==> src/flash_lock_defs.svh <==
`ifndef FLASH_LOCK_DEFS_SVH
`define FLASH_LOCK_DEFS_SVH

`define STAT_DATA_POLL_BIT   7
`define STAT_TOGGLE_BIT      6
`define STAT_ERROR_BIT       5
`define STAT_ERASE_TMR_BIT   3
`define STAT_TOGGLE2_BIT     2

`define LOCK_BLOCK_LSB       0
`define LOCK_BLOCK_MSB       6
`define LOCK_CODE_BIT        15
`define LOCK_WORD_RESET      16'hffff
`define LOCK_WORD_USED_MASK  16'h807f

`define CODE_LOCK_READ_VALUE 16'h009b
`define ERASED_WORD          16'hffff

`endif

==> src/flash_lock_pkg.sv <==
package flash_lock_pkg;

  typedef enum logic [2:0] {
    ST_IDLE,
    ST_PROG,
    ST_ERASE_WAIT,
    ST_ERASE,
    ST_SUSPEND,
    ST_CONFIRM,
    ST_FINAL,
    ST_FAIL
  } engine_state_t;

endpackage

==> src/nv_lock_store.sv <==
`timescale 1ns/10ps
`include "flash_lock_defs.svh"

// Non-volatile copy of the lock word. It is cleared only by power-on, never
// by the ordinary device reset, so it models storage that survives a device reset but not power-on.
module nv_lock_store
(
  input  wire logic        clk_sys_i,
  input  wire logic        pwr_on_nrst_i,
  input  wire logic        lock_set_cmd_i,
  input  wire logic [15:0] lock_set_data_i,
  output logic      [15:0] nv_word_o
);

  logic [15:0] nv_word_ff;

  // Bits can only fall from one to zero; a one written over a zero is ignored.
  always_ff @(posedge clk_sys_i or negedge pwr_on_nrst_i)
  begin
    if (!pwr_on_nrst_i)
      nv_word_ff <= `LOCK_WORD_RESET;
    else if (lock_set_cmd_i)
      nv_word_ff <= nv_word_ff & (lock_set_data_i | ~`LOCK_WORD_USED_MASK);
  end

  assign nv_word_o = nv_word_ff;

endmodule

==> src/flash_status_lock.sv <==
`timescale 1ns/10ps
`include "flash_lock_defs.svh"

// What this block does
// - Toggle bit inverts on every status read while programming or erasing.
// - After completion, one status read repeats the toggle bit; the read after it gives last programmed bit, or one after erase.
// - Reading a suspended block forces the toggle bit to one.
// - Erase suspend and erase resume commands each flip the toggle bit.
// - While programming, reading the programmed address returns the status word.
// - While erasing, reading any address of the erased block returns status.
// - Lock word lives in storage that survives device reset; power-on reset sets it back to ffff.
// - Lock word is read only by lock-status read, written only by lock-set.
// - Lock word holds block locks in bits 0 to 6, code lock in bit 15.
// - A zero block lock bit rejects program and erase unless temporarily unlocked.
// - Block lock bits default to one and can only be cleared for good.
// - Code lock zero makes reads not fetched from flash return 009B.
// - Code lock one allows reads from external memory or internal RAM code.
// - Code lock defaults to one, clears permanently, overridden by temporary unlock.
// - A failed operation sets the error bit until read/reset recovers.
// - Erase timer bit reads zero during confirm time-out, one once erasing.
// - In suspend, other blocks give array data; suspended block toggles second bit.
// - Data polling bit reads zero during erase and one after it completes.
module flash_status_lock
#(
  parameter int ADDR_W  = 17,
  parameter int BLOCK_W = 3
)
(
  input  wire logic              clk_sys_i,
  input  wire logic              nrst_i,
  input  wire logic              pwr_on_nrst_i,
  input  wire logic              rd_req_i,
  input  wire logic [ADDR_W-1:0] rd_addr_i,
  input  wire logic              rd_fetch_flash_i,
  input  wire logic [15:0]       array_data_i,
  input  wire logic              prog_req_i,
  input  wire logic [ADDR_W-1:0] prog_addr_i,
  input  wire logic [15:0]       prog_data_i,
  input  wire logic              erase_req_i,
  input  wire logic [ADDR_W-1:0] erase_addr_i,
  input  wire logic              erase_timer_done_i,
  input  wire logic              eng_done_i,
  input  wire logic              eng_fail_i,
  input  wire logic              erase_suspend_cmd_i,
  input  wire logic              erase_resume_cmd_i,
  input  wire logic              read_reset_cmd_i,
  input  wire logic              lock_status_read_cmd_i,
  input  wire logic              lock_set_cmd_i,
  input  wire logic [15:0]       lock_set_data_i,
  input  wire logic              temp_block_unlock_cmd_i,
  input  wire logic              temp_code_unlock_cmd_i,
  output logic      [15:0]       rd_data_o,
  output logic                   rd_valid_o,
  output logic                   op_reject_o,
  output logic                   busy_o
);

  flash_lock_pkg::engine_state_t state_ff;

  logic [15:0]        nv_word;
  logic [15:0]        lock_word_ff;
  logic               lock_loaded_ff;
  logic               lock_read_mode_ff;
  logic               temp_block_ff;
  logic               temp_code_ff;
  logic [ADDR_W-1:0]  op_addr_ff;
  logic [1:0]         prog_bits_ff;
  logic               last_erase_ff;
  logic               toggle_ff;
  logic               toggle2_ff;
  logic [15:0]        rd_data_ff;
  logic               rd_valid_ff;
  logic               reject_ff;
  logic               busy_ff;

  logic               status_hit;
  logic               susp_hit;
  logic               prog_ok;
  logic               erase_ok;
  logic [15:0]        status_word;

  function automatic logic [BLOCK_W-1:0] block_of(input logic [ADDR_W-1:0] a);
    block_of = a[ADDR_W-1 -: BLOCK_W];
  endfunction

  // Block 7 has no lock bit and is never locked.
  function automatic logic block_locked(input logic [ADDR_W-1:0] a,
                                        input logic [15:0]       w);
    logic [BLOCK_W-1:0] b;
    b = block_of(a);
    block_locked = (b <= BLOCK_W'(`LOCK_BLOCK_MSB)) && !w[`LOCK_BLOCK_LSB + b];
  endfunction

  nv_lock_store u_nv_lock_store
  (
    .clk_sys_i       (clk_sys_i),
    .pwr_on_nrst_i   (pwr_on_nrst_i),
    .lock_set_cmd_i  (lock_set_cmd_i),
    .lock_set_data_i (lock_set_data_i),
    .nv_word_o       (nv_word)
  );

  // The working copy is taken from storage once after each reset release, so a
  // lock-set only shows up after the next reset.
  always_ff @(posedge clk_sys_i or negedge nrst_i)
  begin
    if (!nrst_i)
    begin
      lock_word_ff   <= `LOCK_WORD_RESET;
      lock_loaded_ff <= 1'b0;
    end
    else if (!lock_loaded_ff)
    begin
      lock_word_ff   <= nv_word & `LOCK_WORD_USED_MASK | ~`LOCK_WORD_USED_MASK;
      lock_loaded_ff <= 1'b1;
    end
  end

  // Lock-status mode lasts until read/reset.
  always_ff @(posedge clk_sys_i or negedge nrst_i)
  begin
    if (!nrst_i)
      lock_read_mode_ff <= 1'b0;
    else if (read_reset_cmd_i)
      lock_read_mode_ff <= 1'b0;
    else if (lock_status_read_cmd_i)
      lock_read_mode_ff <= 1'b1;
  end

  // Temporary unlocks last until the next reset.
  always_ff @(posedge clk_sys_i or negedge nrst_i)
  begin
    if (!nrst_i)
    begin
      temp_block_ff <= 1'b0;
      temp_code_ff  <= 1'b0;
    end
    else
    begin
      if (temp_block_unlock_cmd_i)
        temp_block_ff <= 1'b1;
      if (temp_code_unlock_cmd_i)
        temp_code_ff <= 1'b1;
    end
  end

  assign prog_ok  = temp_block_ff || !block_locked(prog_addr_i, lock_word_ff);
  assign erase_ok = temp_block_ff || !block_locked(erase_addr_i, lock_word_ff);

  assign status_hit = ((state_ff == flash_lock_pkg::ST_PROG) && (rd_addr_i == op_addr_ff))
                   || ((state_ff == flash_lock_pkg::ST_ERASE_WAIT
                     || state_ff == flash_lock_pkg::ST_ERASE
                     || state_ff == flash_lock_pkg::ST_FAIL
                     || state_ff == flash_lock_pkg::ST_CONFIRM)
                     && (last_erase_ff ? block_of(rd_addr_i) == block_of(op_addr_ff)
                                       : rd_addr_i == op_addr_ff));
  assign susp_hit   = (state_ff == flash_lock_pkg::ST_SUSPEND)
                   && (block_of(rd_addr_i) == block_of(op_addr_ff));

  always_comb
  begin
    status_word = 16'h0000;
    status_word[`STAT_DATA_POLL_BIT] = last_erase_ff
                                       ? (state_ff == flash_lock_pkg::ST_CONFIRM)
                                       : (state_ff == flash_lock_pkg::ST_CONFIRM) == prog_bits_ff[1];
    status_word[`STAT_TOGGLE_BIT]    = (state_ff == flash_lock_pkg::ST_CONFIRM
                                       || state_ff == flash_lock_pkg::ST_FAIL)
                                       ? toggle_ff : ~toggle_ff;
    status_word[`STAT_ERROR_BIT]     = (state_ff == flash_lock_pkg::ST_FAIL);
    status_word[`STAT_ERASE_TMR_BIT] = (state_ff != flash_lock_pkg::ST_ERASE_WAIT);
    status_word[`STAT_TOGGLE2_BIT]   = ~toggle2_ff;
  end

  // Operation sequencing. Only one operation is tracked at a time; requests that
  // arrive while busy are ignored, since the command layer already refuses them.
  always_ff @(posedge clk_sys_i or negedge nrst_i)
  begin
    if (!nrst_i)
    begin
      state_ff      <= flash_lock_pkg::ST_IDLE;
      op_addr_ff    <= '0;
      prog_bits_ff  <= 2'b11;
      last_erase_ff <= 1'b0;
    end
    else if (read_reset_cmd_i)
      state_ff <= flash_lock_pkg::ST_IDLE;
    else
    begin
      unique case (state_ff)
        flash_lock_pkg::ST_IDLE, flash_lock_pkg::ST_FINAL:
        begin
          if (prog_req_i && prog_ok)
          begin
            state_ff      <= flash_lock_pkg::ST_PROG;
            op_addr_ff    <= prog_addr_i;
            prog_bits_ff  <= {prog_data_i[`STAT_DATA_POLL_BIT], prog_data_i[`STAT_TOGGLE_BIT]};
            last_erase_ff <= 1'b0;
          end
          else if (erase_req_i && erase_ok)
          begin
            state_ff      <= flash_lock_pkg::ST_ERASE_WAIT;
            op_addr_ff    <= erase_addr_i;
            last_erase_ff <= 1'b1;
          end
          else if (state_ff == flash_lock_pkg::ST_FINAL && rd_req_i)
            state_ff <= flash_lock_pkg::ST_IDLE;
        end
        flash_lock_pkg::ST_PROG, flash_lock_pkg::ST_ERASE:
        begin
          if (eng_fail_i)
            state_ff <= flash_lock_pkg::ST_FAIL;
          else if (eng_done_i)
            state_ff <= flash_lock_pkg::ST_CONFIRM;
          else if (erase_suspend_cmd_i && state_ff == flash_lock_pkg::ST_ERASE)
            state_ff <= flash_lock_pkg::ST_SUSPEND;
        end
        flash_lock_pkg::ST_ERASE_WAIT:
        begin
          if (erase_suspend_cmd_i)
            state_ff <= flash_lock_pkg::ST_SUSPEND;
          else if (erase_timer_done_i)
            state_ff <= flash_lock_pkg::ST_ERASE;
        end
        flash_lock_pkg::ST_SUSPEND:
        begin
          if (erase_resume_cmd_i)
            state_ff <= flash_lock_pkg::ST_ERASE;
        end
        flash_lock_pkg::ST_CONFIRM:
        begin
          if (rd_req_i && status_hit)
            state_ff <= flash_lock_pkg::ST_FINAL;
        end
        flash_lock_pkg::ST_FAIL:
        begin
          state_ff <= flash_lock_pkg::ST_FAIL;
        end
      endcase
    end
  end

  // Toggle bits. A status read flips both while the operation runs, and flips the second one also on a
  // suspended-block read in suspend; suspend and resume flip the main one as well.
  always_ff @(posedge clk_sys_i or negedge nrst_i)
  begin
    if (!nrst_i)
    begin
      toggle_ff  <= 1'b0;
      toggle2_ff <= 1'b0;
    end
    else
    begin
      if (erase_suspend_cmd_i && (state_ff == flash_lock_pkg::ST_ERASE
          || state_ff == flash_lock_pkg::ST_ERASE_WAIT))
        toggle_ff <= ~toggle_ff;
      else if (erase_resume_cmd_i && state_ff == flash_lock_pkg::ST_SUSPEND)
        toggle_ff <= ~toggle_ff;
      else if (rd_req_i && status_hit && state_ff != flash_lock_pkg::ST_CONFIRM
               && state_ff != flash_lock_pkg::ST_FAIL)
        toggle_ff <= ~toggle_ff;
      if (rd_req_i && (status_hit || susp_hit) && state_ff != flash_lock_pkg::ST_CONFIRM
          && state_ff != flash_lock_pkg::ST_FAIL)
        toggle2_ff <= ~toggle2_ff;
    end
  end

  // Read answer, one cycle after the request.
  always_ff @(posedge clk_sys_i or negedge nrst_i)
  begin
    if (!nrst_i)
    begin
      rd_data_ff  <= 16'h0000;
      rd_valid_ff <= 1'b0;
    end
    else
    begin
      rd_valid_ff <= rd_req_i;
      if (rd_req_i)
      begin
        if (lock_read_mode_ff)
          rd_data_ff <= lock_word_ff;
        else if (!rd_fetch_flash_i && !lock_word_ff[`LOCK_CODE_BIT] && !temp_code_ff)
          rd_data_ff <= `CODE_LOCK_READ_VALUE;
        else if (susp_hit)
        begin
          rd_data_ff <= status_word;
          rd_data_ff[`STAT_TOGGLE_BIT]    <= 1'b1;
          rd_data_ff[`STAT_DATA_POLL_BIT] <= 1'b1;
        end
        else if (status_hit)
          rd_data_ff <= status_word;
        else if (state_ff == flash_lock_pkg::ST_FINAL && rd_addr_i == op_addr_ff)
        begin
          rd_data_ff <= last_erase_ff ? `ERASED_WORD : array_data_i;
          rd_data_ff[`STAT_TOGGLE_BIT] <= last_erase_ff | prog_bits_ff[0];
        end
        else if (state_ff == flash_lock_pkg::ST_FINAL && last_erase_ff
                 && block_of(rd_addr_i) == block_of(op_addr_ff))
          rd_data_ff <= `ERASED_WORD;
        else
          rd_data_ff <= array_data_i;
      end
    end
  end

  // Reject pulse for a program or erase aimed at a locked block.
  always_ff @(posedge clk_sys_i or negedge nrst_i)
  begin
    if (!nrst_i)
    begin
      reject_ff <= 1'b0;
      busy_ff   <= 1'b0;
    end
    else
    begin
      reject_ff <= (prog_req_i && !prog_ok) || (erase_req_i && !prog_req_i && !erase_ok);
      busy_ff   <= (state_ff == flash_lock_pkg::ST_PROG) || (state_ff == flash_lock_pkg::ST_ERASE)
                || (state_ff == flash_lock_pkg::ST_ERASE_WAIT);
    end
  end

  assign rd_data_o   = rd_data_ff;
  assign rd_valid_o  = rd_valid_ff;
  assign op_reject_o = reject_ff;
  assign busy_o      = busy_ff;

endmodule

==> config.mk <==
export PLATFORM = sky130hd
export DESIGN_NAME = flash_status_lock
export DESIGN_NICKNAME = d
export VERILOG_FILES = /design/src/flash_lock_pkg.sv /design/src/nv_lock_store.sv /design/src/flash_status_lock.sv
export VERILOG_INCLUDE_DIRS = /design/src
export SDC_FILE = /design/constraint.sdc
export NUM_CORES = 1
export LEC_CHECK = 0
export BUFFER_PORTS_ARGS = -buffer_cell sky130_fd_sc_hd__buf_2
export CORE_UTILIZATION = 40
export CTS_CLUSTER_DIAMETER = 60
export DETAILED_ROUTE_END_ITERATION = 16
export GPL_TIMING_DRIVEN = 0
export PLACE_DENSITY = 0.67
export SYNTH_ARGS = -nofsm -noshare
export SYNTH_HDL_FRONTEND = slang
export SYNTH_SLANG_ARGS = --single-unit
==> constraint.sdc <==
create_clock -name clk_sys_i -period 5.5 [get_ports clk_sys_i]
set_input_delay 0.275 -clock clk_sys_i [delete_from_list [all_inputs] [get_ports clk_sys_i]]
set_output_delay 0.275 -clock clk_sys_i [all_outputs]
set_load 0.02 [all_outputs]
======== Word level (Yosys, flattened, before mapping) ========
Index checks and enable logic that the tools add are counted.
word-level totals
  bits in registers ....................... 72
  bits of input ports ..................... 116
  output and inout bits ................... 19
  logic and storage cells ................. 133
cells by class
  $lt $le $gt $ge ......................... 4
  equality and inequality tests ........... 18
  multiplexer cells ....................... 35
  bitwise gates (word level) .............. 5
  reduce and logical (&&, ||, !) cells .... 55
operators by type and width
  operator                                             count
  2-to-1 mux 16 bit                                    7
  2-to-1 mux 17 bit                                    2
  2-to-1 mux 3 bit                                     11
  logical AND 1 bit                                    25
  one-hot mux 3 bit (6 select lines)                   1
  == test 17 bit                                       1
  AND 16 bit                                           1
  == test 3 bit (second input constant)                4
  2-to-1 mux 1 bit                                     12
  logical OR 1 bit                                     11
  logical NOT 1 bit                                    10
  < comparator 3 x 5 -> 1 bit (second input constant)  2
  != test 5 bit (second input constant)                2
  != test 3 bit (second input constant)                3
  binary-select mux 1 bit (select 3 bit)               2
  == test 3 x 2 -> 1 bit (second input constant)       2
  <= comparator 3 bit (second input constant)          2
  != test 3 x 2 -> 1 bit (second input constant)       2
  AND reduction 3 bit                                  2
  AND reduction 5 bit                                  1
  != test 4 bit (second input constant)                1
  nonzero test 2 bit                                   2
  OR reduction 2 bit                                   2
  == test 3 x 1 -> 1 bit (second input constant)       1
  6 further kinds                                      8

======== Depth between registers and ports, before layout ========
  depth in word-level cells ............... 12
  gate-level depth with buffers ........... 8
  gate-level depth less buffers ........... 6

======== Cells and area by module ========
From an unflattened synthesis, not the netlist that was laid out.
second synthesis, totals
  cells, all modules ...................... 369
  area total of the unflattened synthesis .. 3,575.9 sq um
modules (own cells, without submodules)
  module             times used  cells each  area an instance (sq um)  seq. area each (sq um)
  flash_status_lock  1           336         3,211.8                   1,413.9
  nv_lock_store      1           33          364.1                     210.2

======== Worst setup path after synthesis ========
Ideal clock, no wire load.
  path type ............................... reg2reg
  from .................................... reg op_addr_ff[2]
  to ...................................... reg rd_data_ff[5] (netlist: rd_data_o[5])
  setup time .............................. 0.126 ns
  data arrival time ....................... 1.883 ns
  data required time ...................... 5.374 ns
  slack ................................... 3.491 ns
  stages on the path, launching flop included .. 7
  path buffers ............................ 0
  cell sequence ........................... dfrtp_1 -> xor2_1 -> nor4_2 -> nand4_2 -> a211oi_4 -> nor3_2 -> o32a_1
on the way
  longest elaborated chain between the ends .. 8
ends and longest elaborated chain
  what                      RTL line                                                                      RTL
  start: declaration        flash_status_lock.sv:66                                                       logic [ADDR_W-1:0] op_addr_ff;
  start signal: assignment  flash_status_lock.sv:195                                                      op_addr_ff <= prog_addr_i;
  start signal: assignment  flash_status_lock.sv:202                                                      op_addr_ff <= erase_addr_i;
  == test 17 bit (*)        flash_status_lock.sv:150, flash_status_lock.sv:156, flash_status_lock.sv:292
  2-to-1 mux 1 bit          flash_status_lock.sv:155                                                      && (last_erase_ff ? block_of(rd_addr_i) == block_of(op_addr_ff)
  logical AND 1 bit         flash_status_lock.sv:155
  logical OR 1 bit          flash_status_lock.sv:151                                                      || ((state_ff == flash_lock_pkg::ST_ERASE_WAIT
  2-to-1 mux 16 bit (*)     flash_status_lock.sv:290                                                      else if (status_hit)
  2-to-1 mux 16 bit (*)     flash_status_lock.sv:284                                                      else if (susp_hit)
  2-to-1 mux 16 bit (*)     flash_status_lock.sv:282                                                      else if (!rd_fetch_flash_i && !lock_word_ff[`LOCK_CODE_BIT] && !temp_code_ff)
  2-to-1 mux 16 bit (*)     flash_status_lock.sv:280                                                      if (lock_read_mode_ff)
  end signal: assignment    flash_status_lock.sv:281                                                      rd_data_ff <= lock_word_ff;
  end signal: assignment    flash_status_lock.sv:283                                                      rd_data_ff <= `CODE_LOCK_READ_VALUE;
  end signal: assignment    flash_status_lock.sv:291                                                      rd_data_ff <= status_word;
  end: declaration          flash_status_lock.sv:71                                                       logic [15:0] rd_data_ff;
Every way passes the cells marked *; elsewhere a longest branch is shown, timed or not.
A chain may end at the register's enable or synchronous reset.

======== Worst setup path in the final report ========
  from .................................... reg op_addr_ff[1]
  to ...................................... reg rd_data_ff[3] (netlist: rd_data_o[3])
The elaborated chain is that of the path after synthesis.

==> results_dict.tcl <==
set metrics [dict create \
    seq_area_frac_synth_pct 44.5 \
    setup_viol 0 \
    vias 3312 \
    cts_resized 0 \
    port_buffers 112 \
    clk_pin_slew_ns 0.08 \
    ant_nets 0 \
    min_path_type "input port to async pin" \
    num_rows 34 \
    ys_warn_count 0 \
    cts_tree "yes" \
    slowest_stage "a211oi_4" \
    wire_per_inst_um 15.3 \
    gp_congestion 0.883 \
    track_usage_pct 21.0 \
    post-route-util_pct 52.0 \
    max_freq_ghz 0.412 \
    path_buf_inv 0 \
    mappedNetlistNets 497 \
    numCtsBuffers 9 \
    diodes 0 \
    cp_data_arrival_time_ns 2.65 \
    synth_most_common_cell "nand2_1" \
    irDropWorstVdd_uv 180 \
    tightest_slew_ns 0.720 \
    layout-drive-gt1-share_pct 37.6 \
    max_stage_delay_ns 0.50 \
    core_sq_mm 0.00876 \
    clockBufferDepth 2 \
    start_util_pct 41.7 \
    fin_ws_ns 3.07 \
    antenna_found_initial 0 \
    outcome "finished, violations left" \
    io_pins 135 \
    reg2reg_slack_ns 3.07 \
    hold_violations 46 \
    clk_latency_ns 0.36 \
    cp_top_family "simple AND/OR/NAND/NOR gates" \
    drv_cap 0 \
    synth-seq-cells 64 \
    path_cells "xor2_1 > nor4_2 > nand4_2 > a211oi_4 > mux2i_1 > a31oi_1" \
    final.setup.tns_ns 0 \
    startpoint "op_addr_ff[1]" \
    reg2reg_from "op_addr_ff[1]" \
    slew_headroom_pct 52.0 \
    synth.distinct_cells 65 \
    power.density_mw_per_mm2 383 \
    drc 0 \
    dp_slack_ns 3.11 \
    crit_path_start_kind "flop" \
    grt_pass1_wl_mm 15.9 \
    rsz0062_at_grt "no" \
    worstSetupPathType "flop to flop" \
    timing.rr.end "rd_data_o[3]" \
    overflow 0 \
    yosys-top-cells-area "dfrtp_1 (32%), dfstp_2 (13%), nand2_1 (5.1%)" \
    end_kind "flop" \
    htreeDepth 3 \
    p_leak_nw 2.03 \
    grt_max_degree 57 \
    synth.avg_cell_area_sq_um 9.58 \
    viasPerCell 5.36 \
    synth_flop_cell "dfrtp_1" \
    finalClockSkew_ns 0.0159 \
    synth_top_cell_by_area "dfrtp_1" \
    die-area_sq_mm 0.00951 \
    yosys.area.top_type_share_pct 31.5 \
    crit_required_ns 5.72 \
    die_w_um 97.5 \
    firstDrtPassIters 4 \
    critPathCapture "rd_data_o[3]" \
    r2r_cells 6 \
    drtIter0Drc 160 \
    cts_root_buffer "clkbuf_8" \
    dp_hpwl_mm 7.05 \
    dieHeight_um 97.5 \
    whs_ns -0.0191 \
    crit_fanout 7 \
    violations "hold timing" \
    cts_setup_buffers 0 \
    nets 621 \
    routed_wl_mm 9.47 \
    p_total_mw 1.75 \
    synth_edf_count 0 \
    areaGrowthSynthToFinish_pct 24.8 \
    syn-instance-count 381 \
    drv_slew 0 \
    syn-cell-area_sq_mm 0.00365 \
    async_reset_ff_share_pct 100 \
    clock-sinks 64 \
    synthTopCellsByCount "nand2_1 (50), dfrtp_1 (46), nor2_1 (38)" \
    cp.depth 6 \
    period_minus_slack_ns 2.43 \
    period_share_pct 44.1 \
    grt_pass1_vias 3407 \
]
power breakdown:
group / switching (mW) / internal (mW) / total [mW]
Clock: 0.192 / 0.222 / 0.414
Sequential: 0.0771 / 0.592 / 0.669
Combinational: 0.399 / 0.264 / 0.662
Total: 0.668 / 1.08 / 1.75
registers in the layout (all words and copies together), names as in the netlist, 2 cells and up:
register                   cells
u_nv_lock_store.nv_word_o      8
rd_data_o                     16
state_ff                       3
prog_bits_ff                   2
op_addr_ff                    17
lock_word_ff                   8
layer usage:
metal | vias up | routed length, um | part of all wire, % | GRT usage, %
li1 | 1607 | - | - | -
met1 | 1575 | 4240 | 45 | 27.2
met2 | 107 | 4410 | 47 | 33.3
met3 | 23 | 561 | 5.9 | 5.40
met4 | 0 | 250 | 2.6 | 8.94
met5 | - | 0 | 0 | 0
worst min-delay path by stage:
| stage | start | end | slack [ns] |
|---|---|---|---|
| finish | nrst_i | op_addr_ff[7] | -0.02 |
| global route | nrst_i | rd_data_o[1] | 0.03 |
| CTS | temp_code_unlock_cmd_i | temp_code_ff | 0.09 |
| detailed placement | pwr_on_nrst_i | u_nv_lock_store.nv_word_o[2] | 0.34 |
| global placement | pwr_on_nrst_i | u_nv_lock_store.nv_word_o[0] | 0.33 |
| floorplan | nrst_i | busy_o | -0.02 |
layout make-up:
cell class                      count  area (sq um)
Clock inverter                      5          56.3
Inverter                           23          86.3
Clock buffer                       11           141
Tap cell                          108           135
Timing Repair Buffer              113           573
Fill cell                         848          4210
Multi-Input combinational cell    272          1820
Sequential cell                    64          1620
Buffer                             22           118
what timing repair did:
item	CTS	global route
endpoints found under the setup margin	0	0
hold buffers	1	0
hold endpoints to repair	8	0
placed cells by master, fill, tap and decap left out, drive strengths merged, types with 3 or more instances in the layout:
cell type / synthesis / layout
nor2b: 6 / 6
dfstp: 18 / 18
nand3: 5 / 5
nor4: 4 / 4
o211ai: 3 / 3
a31oi: 22 / 22
clkbuf: 13 / 24
mux2i: 4 / 4
nand2b: 3 / 3
o31ai: 4 / 4
nor2: 38 / 38
inv: 23 / 24
a21boi: 9 / 9
buf: 9 / 121
o221ai: 7 / 7
a211oi: 3 / 3
o22a: 4 / 4
a21oi: 18 / 18
xor2: 15 / 15
nor3: 5 / 5
and2: 3 / 3
o21ai: 15 / 15
dfrtp: 46 / 46
nand3b: 4 / 4
nand2: 50 / 50
mux2: 12 / 12
xnor2: 4 / 4
nor4b: 3 / 3
worst reg2reg max path, stage by stage, from the launching register on:
cell,delay (ns)
dfrtp_1,0.39
xor2_1,0.18
nor4_2,0.43
nand4_2,0.36
a211oi_4,0.50
mux2i_1,0.32
a31oi_1,0.13
cells by family after synthesis:
| kind of cell | synth area share (%) |
|---|---|
| DFF | 44.5 |
| muxes | 6.03 |
| buffers and inverters | 5.59 |
| other | 0.103 |
| xor gates and xnor gates | 4.56 |
| AOI/OAI and AO/OA | 21.1 |
| and+or+nand+nor | 17.8 |
| adders and majority gates | 0.274 |
through the flow:
stage	instances	instance area (sq um)	hold WS (ns)
after floorplan	381	3650	-0.0206
after global placement	601	4350	0.329
after detailed placement	601	4350	0.340
after CTS	618	4550	0.0863
after global routing	618	4560	0.0342
final	618	4560	-0.0191
Power figures use the tool's default switching activity.
